**config.mk**
```make
export PLATFORM = sky130hd
export DESIGN_NAME = pfsr_top
export DESIGN_NICKNAME = d
export VERILOG_FILES = /design/src/hw/pfsr_pkg.sv /design/src/hw/pfsr_sync.sv /design/src/hw/pfsr_top.sv
export VERILOG_INCLUDE_DIRS = /design/src /design/src/hw
export SDC_FILE = /design/constraint.sdc
export NUM_CORES = 1
export LEC_CHECK = 0
export BUFFER_PORTS_ARGS = -buffer_cell sky130_fd_sc_hd__buf_4
export CAP_MARGIN = 20
export CORE_MARGIN = 5
export CORE_UTILIZATION = 51
export CTS_CLUSTER_SIZE = 40
export DETAILED_ROUTE_END_ITERATION = 16
export PLACE_DENSITY = 0.82
export RECOVER_POWER = 50
export SYNTH_ARGS = -nofsm -noshare
export SYNTH_HDL_FRONTEND = slang
export SYNTH_SLANG_ARGS = --single-unit
```
**constraint.sdc**
```tcl
create_clock -name i_clk_sys -period 5.6 [get_ports i_clk_sys]
set_input_delay 1.68 -clock i_clk_sys [delete_from_list [all_inputs] [get_ports i_clk_sys]]
set_output_delay 1.68 -clock i_clk_sys [all_outputs]
set_load 0.01 [all_outputs]
```
**src/hw/pfsr_regs.svh**
```systemverilog
// Register indices, addresses, field positions and reset values for fault status and recovery
`ifndef PFSR_REGS_SVH
`define PFSR_REGS_SVH

// Register indices; byte address is four times the index
`define PFSR_IDX_MASK 24'hffe384
`define PFSR_IDX_STAT 24'hffe385
`define PFSR_IDX_SAMPLE 24'hffe386
`define PFSR_IDX_CTRL 24'hffe388

`define PFSR_ADDR_MASK ({6'h00, `PFSR_IDX_MASK, 2'h0})
`define PFSR_ADDR_STAT ({6'h00, `PFSR_IDX_STAT, 2'h0})
`define PFSR_ADDR_SAMPLE ({6'h00, `PFSR_IDX_SAMPLE, 2'h0})
`define PFSR_ADDR_CTRL ({6'h00, `PFSR_IDX_CTRL, 2'h0})

// Status register bits
`define PFSR_ST_FAULT_PIN 0
`define PFSR_ST_COMP_TRIP 1
`define PFSR_ST_SECOND 2
`define PFSR_ST_DEBUG 5
`define PFSR_ST_RELOAD 7

// Control register bits
`define PFSR_CT_PIN_RST 0
`define PFSR_CT_PIN_IRQ 1
`define PFSR_CT_CA_RST 2
`define PFSR_CT_CA_IRQ 3
`define PFSR_CT_CB_RST 4
`define PFSR_CT_CB_IRQ 5
`define PFSR_CT_DBG_RST 6

// Mask register bits
`define PFSR_MK_PIN 0
`define PFSR_MK_COMP 1
`define PFSR_MK_SECOND 2
`define PFSR_MK_DEBUG 5

// Sample register bits
`define PFSR_SM_FAULT_PIN 6

// Reset values
`define PFSR_RST_CTRL 7'h00
`define PFSR_RST_MASK 4'h0
`define PFSR_RST_FLAGS 5'h00

// Synchroniser width: four fault inputs and six output pins
`define PFSR_SYNC_W 10

`endif

```
**src/hw/pfsr_pkg.sv**
```systemverilog
// Types shared by the fault status and recovery block
package pfsr_pkg;

  typedef struct packed {
    logic [31:0] paddr;
    logic psel;
    logic penable;
    logic pwrite;
    logic [31:0] pwdata;
  } pfsr_apb_req_t;

  typedef struct packed {
    logic [31:0] prdata;
    logic pready;
    logic pslverr;
  } pfsr_apb_rsp_t;

  typedef struct packed {
    logic fault_pin;
    logic comp_a;
    logic comp_b;
    logic second_fault;
    logic debug;
  } pfsr_src_t;

  typedef struct packed {
    logic comp_b;
    logic comp_a;
    logic fault_pin;
  } pfsr_irq_t;

  typedef struct packed {
    logic reload_seen;
    logic debug_entry_seen;
    logic second_fault_seen;
    logic comparator_trip_seen;
    logic fault_pin_seen;
  } pfsr_flags_t;

  typedef struct packed {
    logic debug_restart_sel;
    logic comp_b_irq_en;
    logic comp_b_restart_sel;
    logic comp_a_irq_en;
    logic comp_a_restart_sel;
    logic fault_pin_irq_en;
    logic fault_pin_restart_sel;
  } pfsr_ctrl_t;

  typedef struct packed {
    logic debug_mask;
    logic second_fault_mask;
    logic comp_mask;
    logic fault_pin_mask;
  } pfsr_mask_t;

  typedef enum logic [1:0] {
    PFSR_ST_RUN,
    PFSR_ST_HALT,
    PFSR_ST_ARMED
  } pfsr_fsm_t;

  typedef struct packed {
    pfsr_fsm_t fsm;
    pfsr_flags_t flags;
    pfsr_ctrl_t ctrl;
    pfsr_mask_t mask;
    logic mask_locked;
    pfsr_src_t cause;
    pfsr_irq_t irq_prev;
    pfsr_irq_t irq;
    logic force_off;
    logic [31:0] prdata;
    logic pslverr;
  } pfsr_state_t;

endpackage : pfsr_pkg

```
**src/hw/pfsr_sync.sv**
```systemverilog
// Two-flop synchroniser bank for the fault inputs and sampled output pins
`timescale 1ns/100ps
`include "pfsr_regs.svh"

module pfsr_sync (
  input wire logic i_clk_sys,
  input wire logic i_resetn,
  input wire logic [`PFSR_SYNC_W-1:0] i_async,
  output logic [`PFSR_SYNC_W-1:0] o_sync
);

  genvar g;
  generate
    for (g = 0; g < `PFSR_SYNC_W; g = g + 1) begin : g_bit
      logic meta_r;
      logic sync_r;
      // First stage feeds only the second stage
      always_ff @(posedge i_clk_sys or negedge i_resetn) begin
        if (!i_resetn) begin
          meta_r <= 1'h0;
          sync_r <= 1'h0;
        end else begin
          meta_r <= i_async[g];
          sync_r <= meta_r;
        end
      end
      assign o_sync[g] = sync_r;
    end
  endgenerate

endmodule : pfsr_sync

```
**src/hw/pfsr_top.sv**
```systemverilog
// Fault status flags, fault mask, recovery control and pin sampling with an APB slave
`timescale 1ns/100ps
`include "pfsr_regs.svh"

module pfsr_top (
  input wire logic i_clk_sys,
  input wire logic i_resetn,
  input wire pfsr_pkg::pfsr_apb_req_t i_apb,
  output pfsr_pkg::pfsr_apb_rsp_t o_apb,
  input wire logic i_fault_pin,
  input wire logic i_comp_a,
  input wire logic i_comp_b,
  input wire logic i_second_fault,
  input wire logic i_debug_mode,
  input wire logic i_reload,
  input wire logic i_period_start,
  input wire logic [5:0] i_pwm_pins,
  output logic o_force_off,
  output pfsr_pkg::pfsr_irq_t o_irq_req
);

  import pfsr_pkg::*;

  logic [`PFSR_SYNC_W-1:0] sync_in;
  logic [`PFSR_SYNC_W-1:0] sync_out;
  pfsr_state_t s_r;
  pfsr_state_t s_nxt;
  pfsr_src_t src;
  pfsr_src_t act;
  logic [5:0] pin_level_sample;
  logic any_act;
  logic cause_sw;
  logic cause_dbg_auto;
  logic flags_clear;
  logic setup;
  logic access;
  logic wr_stat;
  logic wr_ctrl;
  logic wr_mask;
  logic addr_hit;
  logic [7:0] stat_rd;
  logic [7:0] ctrl_rd;
  logic [7:0] mask_rd;
  logic [7:0] sample_rd;
  logic [7:0] rd_byte;
  logic [2:0] irq_src;
  logic [2:0] irq_en;
  logic [2:0] irq_rise;
  genvar g;

  // Pins and comparators are asynchronous to the system clock
  // Bits 3:0 carry the fault sources and bits 9:4 the six output pins
  assign sync_in = {i_pwm_pins, i_second_fault, i_comp_b, i_comp_a, i_fault_pin};

  pfsr_sync u_sync (
    .i_clk_sys(i_clk_sys),
    .i_resetn(i_resetn),
    .i_async(sync_in),
    .o_sync(sync_out)
  );

  // Debug state comes from CPU logic on the same clock
  always_comb begin
    src.fault_pin = sync_out[0];
    src.comp_a = sync_out[1];
    src.comp_b = sync_out[2];
    src.second_fault = sync_out[3];
    src.debug = i_debug_mode;
    pin_level_sample = sync_out[9:4];
  end

  always_comb begin
    act.fault_pin = src.fault_pin & ~s_r.mask.fault_pin_mask;
    act.comp_a = src.comp_a & ~s_r.mask.comp_mask;
    act.second_fault = src.second_fault & ~s_r.mask.second_fault_mask;
    act.debug = src.debug & ~s_r.mask.debug_mask;
    // Comparator b has no mask bit, so it always counts
    act.comp_b = src.comp_b;
    any_act = |act;
  end

  // Bus decode; write takes effect on the access edge
  assign setup = i_apb.psel & ~i_apb.penable;
  assign access = i_apb.psel & i_apb.penable;
  assign wr_stat = access & i_apb.pwrite & (i_apb.paddr == `PFSR_ADDR_STAT);
  assign wr_ctrl = access & i_apb.pwrite & (i_apb.paddr == `PFSR_ADDR_CTRL);
  assign wr_mask = access & i_apb.pwrite & (i_apb.paddr == `PFSR_ADDR_MASK);
  assign addr_hit = (i_apb.paddr == `PFSR_ADDR_STAT) | (i_apb.paddr == `PFSR_ADDR_CTRL) |
                    (i_apb.paddr == `PFSR_ADDR_MASK) | (i_apb.paddr == `PFSR_ADDR_SAMPLE);

  always_comb begin
    stat_rd = 8'h00;
    stat_rd[`PFSR_ST_RELOAD] = s_r.flags.reload_seen;
    stat_rd[`PFSR_ST_DEBUG] = s_r.flags.debug_entry_seen;
    stat_rd[`PFSR_ST_SECOND] = s_r.flags.second_fault_seen;
    stat_rd[`PFSR_ST_COMP_TRIP] = s_r.flags.comparator_trip_seen;
    stat_rd[`PFSR_ST_FAULT_PIN] = s_r.flags.fault_pin_seen;
  end

  always_comb begin
    ctrl_rd = {1'h0, s_r.ctrl};
    mask_rd = 8'h00;
    mask_rd[`PFSR_MK_DEBUG] = s_r.mask.debug_mask;
    mask_rd[`PFSR_MK_SECOND] = s_r.mask.second_fault_mask;
    mask_rd[`PFSR_MK_COMP] = s_r.mask.comp_mask;
    mask_rd[`PFSR_MK_PIN] = s_r.mask.fault_pin_mask;
  end

  // sampled pin levels
  // Levels lag the pins by two clocks; software never sees a raw pin
  always_comb begin
    sample_rd = {2'h0, pin_level_sample};
    sample_rd[`PFSR_SM_FAULT_PIN] = src.fault_pin;
  end

  // Read multiplexer; an unmapped address reads zero and raises the error bit
  always_comb begin
    rd_byte = 8'h00;
    unique case (1'b1)
      i_apb.paddr == `PFSR_ADDR_STAT: rd_byte = stat_rd;
      i_apb.paddr == `PFSR_ADDR_CTRL: rd_byte = ctrl_rd;
      i_apb.paddr == `PFSR_ADDR_MASK: rd_byte = mask_rd;
      i_apb.paddr == `PFSR_ADDR_SAMPLE: rd_byte = sample_rd;
      default: rd_byte = 8'h00;
    endcase
  end

  // Edge detect per interrupt source; the previous level resets low, the idle pin level
  assign irq_src = {src.comp_b, src.comp_a, src.fault_pin};
  assign irq_en = {s_r.ctrl.comp_b_irq_en, s_r.ctrl.comp_a_irq_en, s_r.ctrl.fault_pin_irq_en};
  generate
    for (g = 0; g < 3; g = g + 1) begin : g_irq
      assign irq_rise[g] = irq_src[g] & ~s_r.irq_prev[g] & irq_en[g];
    end
  endgenerate

  // Recovery terms
  // One cause in software mode puts the whole episode in software mode
  // The second fault source has no restart bit and so recovers on its own unless another cause in the episode selects software mode
  always_comb begin
    cause_sw = (s_r.cause.fault_pin & s_r.ctrl.fault_pin_restart_sel) |
               (s_r.cause.comp_a & s_r.ctrl.comp_a_restart_sel) |
               (s_r.cause.comp_b & s_r.ctrl.comp_b_restart_sel) |
               (s_r.cause.debug & s_r.ctrl.debug_restart_sel);
    cause_dbg_auto = s_r.cause.debug & ~s_r.ctrl.debug_restart_sel;
    flags_clear = ~(s_r.flags.debug_entry_seen | s_r.flags.second_fault_seen |
                    s_r.flags.comparator_trip_seen | s_r.flags.fault_pin_seen);
  end

  always_comb begin
    s_nxt = s_r;

    if (wr_stat) begin
      if (i_apb.pwdata[`PFSR_ST_RELOAD]) begin
        s_nxt.flags.reload_seen = 1'h0;
      end
      if (i_apb.pwdata[`PFSR_ST_DEBUG] && !src.debug) begin
        s_nxt.flags.debug_entry_seen = 1'h0;
      end
      if (i_apb.pwdata[`PFSR_ST_SECOND] && !src.second_fault) begin
        s_nxt.flags.second_fault_seen = 1'h0;
      end
      if (i_apb.pwdata[`PFSR_ST_COMP_TRIP] && !src.comp_a) begin
        s_nxt.flags.comparator_trip_seen = 1'h0;
      end
      if (i_apb.pwdata[`PFSR_ST_FAULT_PIN] && !src.fault_pin) begin
        s_nxt.flags.fault_pin_seen = 1'h0;
      end
    end

    // Sets come after clears so a coincident event is never lost
    // reload flag
    if (i_reload) begin
      s_nxt.flags.reload_seen = 1'h1;
    end
    if (act.debug) begin
      s_nxt.flags.debug_entry_seen = 1'h1;
    end
    if (act.second_fault) begin
      s_nxt.flags.second_fault_seen = 1'h1;
    end
    if (act.comp_a) begin
      s_nxt.flags.comparator_trip_seen = 1'h1;
    end
    if (act.fault_pin) begin
      s_nxt.flags.fault_pin_seen = 1'h1;
    end
    // masked sources leave flags alone, see act above

    if (wr_ctrl) begin
      s_nxt.ctrl.debug_restart_sel = i_apb.pwdata[`PFSR_CT_DBG_RST];
      s_nxt.ctrl.comp_b_irq_en = i_apb.pwdata[`PFSR_CT_CB_IRQ];
      s_nxt.ctrl.comp_b_restart_sel = i_apb.pwdata[`PFSR_CT_CB_RST];
      s_nxt.ctrl.comp_a_irq_en = i_apb.pwdata[`PFSR_CT_CA_IRQ];
      s_nxt.ctrl.comp_a_restart_sel = i_apb.pwdata[`PFSR_CT_CA_RST];
      s_nxt.ctrl.fault_pin_irq_en = i_apb.pwdata[`PFSR_CT_PIN_IRQ];
      s_nxt.ctrl.fault_pin_restart_sel = i_apb.pwdata[`PFSR_CT_PIN_RST];
    end

    // Mask is write-once after reset so a runaway program cannot unmask faults
    if (wr_mask && !s_r.mask_locked) begin
      s_nxt.mask.debug_mask = i_apb.pwdata[`PFSR_MK_DEBUG];
      s_nxt.mask.second_fault_mask = i_apb.pwdata[`PFSR_MK_SECOND];
      s_nxt.mask.comp_mask = i_apb.pwdata[`PFSR_MK_COMP];
      s_nxt.mask.fault_pin_mask = i_apb.pwdata[`PFSR_MK_PIN];
      s_nxt.mask_locked = 1'h1;
    end

    // Interrupt requests are one-cycle pulses on the rising edge of the source
    s_nxt.irq_prev = pfsr_irq_t'(irq_src);
    s_nxt.irq = pfsr_irq_t'(irq_rise);

    unique case (s_r.fsm)
      PFSR_ST_RUN: begin
        if (any_act) begin
          s_nxt.fsm = PFSR_ST_HALT;
          s_nxt.cause = act;
        end
      end
      PFSR_ST_HALT: begin
        s_nxt.cause = s_r.cause | act;
        if (!any_act) begin
          if (cause_sw) begin
            if (flags_clear) begin
              s_nxt.fsm = PFSR_ST_ARMED;
            end
          end else if (cause_dbg_auto) begin
            if (i_period_start) begin
              s_nxt.fsm = PFSR_ST_RUN;
            end
          end else begin
            s_nxt.fsm = PFSR_ST_RUN;
          end
        end
      end
      PFSR_ST_ARMED: begin
        // A new fault or a flag set again while armed drops back to waiting
        if (any_act || !flags_clear) begin
          s_nxt.fsm = PFSR_ST_HALT;
          s_nxt.cause = s_r.cause | act;
        end else if (i_reload) begin
          s_nxt.fsm = PFSR_ST_RUN;
        end
      end
      default: begin
        s_nxt.fsm = PFSR_ST_HALT;
      end
    endcase

    if (s_nxt.fsm == PFSR_ST_RUN) begin
      s_nxt.cause = '0;
    end
    // Taken from the next state so the outputs go off on the same edge as the fault
    // outputs held off until recovery
    s_nxt.force_off = (s_nxt.fsm != PFSR_ST_RUN);

    // Read data captured in setup so the answer comes from a flop
    if (setup) begin
      s_nxt.pslverr = ~addr_hit;
      s_nxt.prdata = i_apb.pwrite ? 32'h00000000 : {24'h000000, rd_byte};
    end
  end

  always_ff @(posedge i_clk_sys or negedge i_resetn) begin
    if (!i_resetn) begin
      s_r.fsm <= PFSR_ST_RUN;
      s_r.flags <= `PFSR_RST_FLAGS;
      s_r.ctrl <= `PFSR_RST_CTRL;
      s_r.mask <= `PFSR_RST_MASK;
      s_r.mask_locked <= 1'h0;
      s_r.cause <= '0;
      s_r.irq_prev <= '0;
      s_r.irq <= '0;
      s_r.force_off <= 1'h0;
      s_r.prdata <= 32'h00000000;
      s_r.pslverr <= 1'h0;
    end else begin
      s_r <= s_nxt;
    end
  end

  // Zero wait states: access phase always completes in one cycle
  always_comb begin
    o_apb.prdata = s_r.prdata;
    o_apb.pready = access;
    o_apb.pslverr = access & s_r.pslverr;
  end

  assign o_force_off = s_r.force_off;
  assign o_irq_req = s_r.irq;

endmodule : pfsr_top

```
Word-level counts from Yosys, hierarchy flattened
Index checks and enable logic that the tools add are counted.
{"block": "op_classes", "n_eq_ne": 8, "n_mux": 26, "n_bitwise": 42, "n_reduce_logical": 32}
{"cell": "$eq 32x26->1 const B", "count": 4}
{"cell": "$pmux 8 s4", "count": 1}
{"cell": "$and 1x1->1", "count": 22}
{"cell": "$reduce_bool 2->1", "count": 11}
{"cell": "$mux 5", "count": 4}
{"cell": "$mux 2", "count": 8}
{"cell": "$pmux 5 s3", "count": 1}
{"cell": "$mux 1", "count": 10}
{"cell": "$not 1->1", "count": 10}
{"cell": "$reduce_and 2->1", "count": 5}
{"cell": "$or 1x1->1", "count": 9}
{"cell": "$mux 8", "count": 1}
{"cell": "$ne 3x3->1 const B", "count": 2}
{"cell": "$pmux 2 s3", "count": 1}
{"cell": "$logic_and 1x1->1", "count": 5}
{"cell": "$logic_not 1->1", "count": 5}
{"cell": "$or 5x5->5", "count": 1}
{"cell": "$reduce_or 5->1", "count": 1}
{"cell": "$logic_not 2->1", "count": 2}
{"cell": "$reduce_bool 4->1", "count": 1}
{"cell": "$reduce_and 3->1", "count": 1}
{"cell": "$eq 2x1->1 const B", "count": 1}
{"cell": "$eq 2x2->1 const B", "count": 1}
{"cell": "$logic_or 1x1->1", "count": 1}
{"block": "word_totals", "output_inout_bits": 38, "word_cells": 160, "regBits": 84}

Logic depth before layout (Yosys ltp)
{"block": "logic_depth", "depth_word": 10, "depth_mapped": 6, "depth_no_buf": 6}

Cells and area by module
From an unflattened synthesis, not the netlist that was laid out.
{"block": "hier_totals", "cells_unflattened": 257, "area_unflattened_um2": 2902.8}
{"module": "pfsr_top", "area_each_um2": 2327.2, "seq_area_each_um2": 975.9, "instances": 1, "cells_each": 227}
{"module": "pfsr_sync", "area_each_um2": 575.6, "seq_area_each_um2": 500.5, "instances": 1, "cells_each": 30}

Least setup slack after synthesis
No wires, ideal clock.
{"block": "synth_path", "path_type": "input port to output port", "from": "input port i_apb[34] in the netlist's numbering", "to": "output port o_apb[1] in the netlist's numbering", "arrival_ns": 1.983, "required_time_ns": 3.920, "path_buffers": 1, "path_stages": 2, "slack_ns": 1.937, "cell_sequence": "and2_1 -> buf_4"}
{"item": "start, declared", "line_no": "pfsr_top.sv:8", "text": "input wire pfsr_pkg::pfsr_apb_req_t i_apb,"}
{"item": "end, declared", "line_no": "pfsr_top.sv:9", "text": "output pfsr_pkg::pfsr_apb_rsp_t o_apb,"}

==> flow_summary.json <==
{
  "firstDrtPassIters": 4,
  "tns_ns": 0,
  "critPathArrivalTime_ns": 2.14,
  "dp.cells": 374,
  "grt_use_total_pct": 16.6,
  "die-area_um2": 7130,
  "ys_warn_count": 0,
  "start_util_pct": 52.0,
  "syn_area_per_cell_um2": 11.4,
  "post-route-min-period_ns": 3.82,
  "htree_num_levels": 3,
  "final_core_util_pct": 63.8,
  "drive_gt1_share_pct": 35.3,
  "syn_to_final_growth_pct": 22.7,
  "worstMarginPinSlew_ns": 0.895,
  "p_sw_share_pct": 24.2,
  "synth_flop_cell": "dfrtp_1",
  "period_share_pct": 68.3,
  "viasPerCell": 5.07,
  "leakage_nw": 1.69,
  "synth_top_area_share_pct": 52.2,
  "ys_seq_elements": 59,
  "setup.worst_path.start": "i_apb[34]",
  "p_switching_w": 0.000251,
  "wirelength_mm": 5.64,
  "drv_cap": 0,
  "cts_setup_buffers": 0,
  "p_int_w": 0.000788,
  "die_w_um": 84.5,
  "synth_seq_area_share_pct": 52.2,
  "power.density_nw_per_um2": 299,
  "antenna_found_initial": 0,
  "synth_area_um2": 2830,
  "synth_top_area_cell": "dfrtp_1",
  "hold_class": "flop to flop",
  "worstPathRequired_ns": 3.92,
  "clk_pin_slew_worst_paths_ns": 0.06,
  "cts_hold_repair.buffers": 0,
  "synth-async-reset-ratio_pct": 100,
  "drtAntennaViolNets": 0,
  "timing.rr.start": "s_r[59]",
  "grt_pass1_wl_mm": 9.34,
  "postCtsResizedCells": 0,
  "wl_per_cell_um": 14.5,
  "core-area_um2": 5440,
  "io_pins": 120,
  "fin_nets": 400,
  "dp_hpwl_mm": 4.25,
  "status": "finished clean",
  "place_congestion": 0.802,
  "finalHoldViolCount": 0,
  "cts.sinks": 59,
  "syn_inst": 247,
  "clock-root-buffer": "clkbuf_8",
  "io_buffers": 71,
  "synth_area_leaders": "dfrtp_1, buf_4, mux2_2",
  "worstSetupStartpointType": "input port",
  "cp-end-kind": "output pin",
  "yosysMostFrequentCell": "dfrtp_1",
  "cts_tree": "done",
  "min-delay-start": "u_sync.g_bit[4].meta_r",
  "vias": 1971,
  "irDropWorstVdd_v": 0.000184,
  "rows": 27,
  "worstSetupPathType": "input port to output pin",
  "pwr-share-seq_pct": 45.9,
  "die_h_um": 84.5,
  "overflow": 0,
  "drv_slew": 0,
  "grt_start_max_net_pins": 60,
  "finalSetupViolations": 0,
  "grt_pass1_vias": 2017,
  "final_cells": 389,
  "fmax_mhz": 261,
  "combinationalPowerShare_pct": 14.5,
  "clock_skew_ns": 0.00521,
  "drcViolationCount": 0,
  "r2r_slack_ns": 3.19,
  "numCtsBuffers": 9,
  "diodes": 0,
  "synth-edff-count": 0,
  "clock_path_buffers": 2,
  "power_frac_clock_pct": 39.6,
  "insertion_delay_ns": 0.33,
  "drt_iter0_markers": 92,
  "synth_common_cells": "dfrtp_1, buf_4, inv_1",
  "synth.distinct_cells": 50,
  "critPathMaxFanout": 4,
  "rsz0062_at_grt": "false",
  "relSlewSlack_pct": 40.2
}
logic make-up after synthesis:
group	Yosys count	synth area share (%)
compound gates	51	13.5
mux	13	5.71
fa+ha+maj	5	2.21
other cells	1	0.133
buf+inv	55	12.1
simple gates	63	14.2
flops	59	52.2
through the flow:
stage | setup WS, ns | hold slack (ns) | total power, W | instance area, um^2
global route | 1.76 | 0.352 | 0.00109 | 3470
global placement | 1.71 | 0.332 | 0.000628 | 3260
finish | 1.78 | 0.347 | 0.00104 | 3470
CTS | 1.78 | 0.349 | 0.00105 | 3470
floorplan | 1.94 | 0.331 | 0.000580 | 2910
detailed placement | 1.68 | 0.335 | 0.000635 | 3260
path summary, 6_finish.rpt:
check,endpoint,cells after the start
min in group asynchronous,u_sync.g_bit[7].meta_r,1
setup / recovery,o_apb[1],3
hold / removal,u_sync.g_bit[4].sync_r,0
setup reg to reg,s_r[42],5
max in group asynchronous,s_r[62],1
hold reg to reg,u_sync.g_bit[4].sync_r,0
placed cells by master (no fill, tap or decap), types with 2 or more instances in the layout:
cell,n
inv_1,16
ha_1,5
o31a_1,2
a32oi_1,5
mux2_2,9
o21ai_0,9
a22o_1,2
conb_1,24
dfrtp_1,59
buf_4,61
nand2_1,12
clkbuf_4,10
nand2b_1,6
nor2_1,15
nor3_1,3
a21oi_1,7
mux2_4,4
a31oi_1,7
clkinv_2,2
nand4bb_1,2
bufinv_16,2
or2_2,2
a22oi_1,5
clkbuf_8,10
nand4b_1,2
nand3_1,2
a221o_1,4
or3b_2,2
nand4_1,3
worst max-delay path, stage by stage:
cell	delay, ns
buf_4	0.12
and2_1	0.19
buf_4	0.16
sequential cells by signal, summed over array words and instances (netlist names):
register,count
ctrl_rd,7
mask_rd,4
o_apb,8
o_force_off,1
o_irq_req,3
s_r,16
u_sync.g_bit.meta_r,10
u_sync.g_bit.sync_r,10
power groups by stage:
stage / Sequential [W] / Combinational [W] / Clock (W)
6_report: 0.000477 / 0.000150 / 0.000412
5_1_grt: 0.000479 / 0.000166 / 0.000444
4_1_cts: 0.000476 / 0.000151 / 0.000422
3_5_place_dp: 0.000484 / 0.000150 / 0
3_3_place_gp: 0.000482 / 0.000146 / 0
2_1_floorplan: 0.000481 / 0.0000993 / 0
layout make-up:
class / instances / area [um^2]
inverters: 16 / 60.1
repair buffers: 71 / 533
clock buffers: 10 / 138
flip-flops and latches: 59 / 1480
fillers: 424 / 1970
well taps: 72 / 90.1
multi-input cells: 156 / 1100
clock inverters: 5 / 77.6
routing by layer:
layer | GRT usage [%] | part of all wire (%)
met1 | 20.4 | 40
met2 | 26.3 | 50
met3 | 6.18 | 8.1
met4 | 7.34 | 1.6
met5 | 0 | 0
Note: power is estimated with default switching activity, not from simulation.
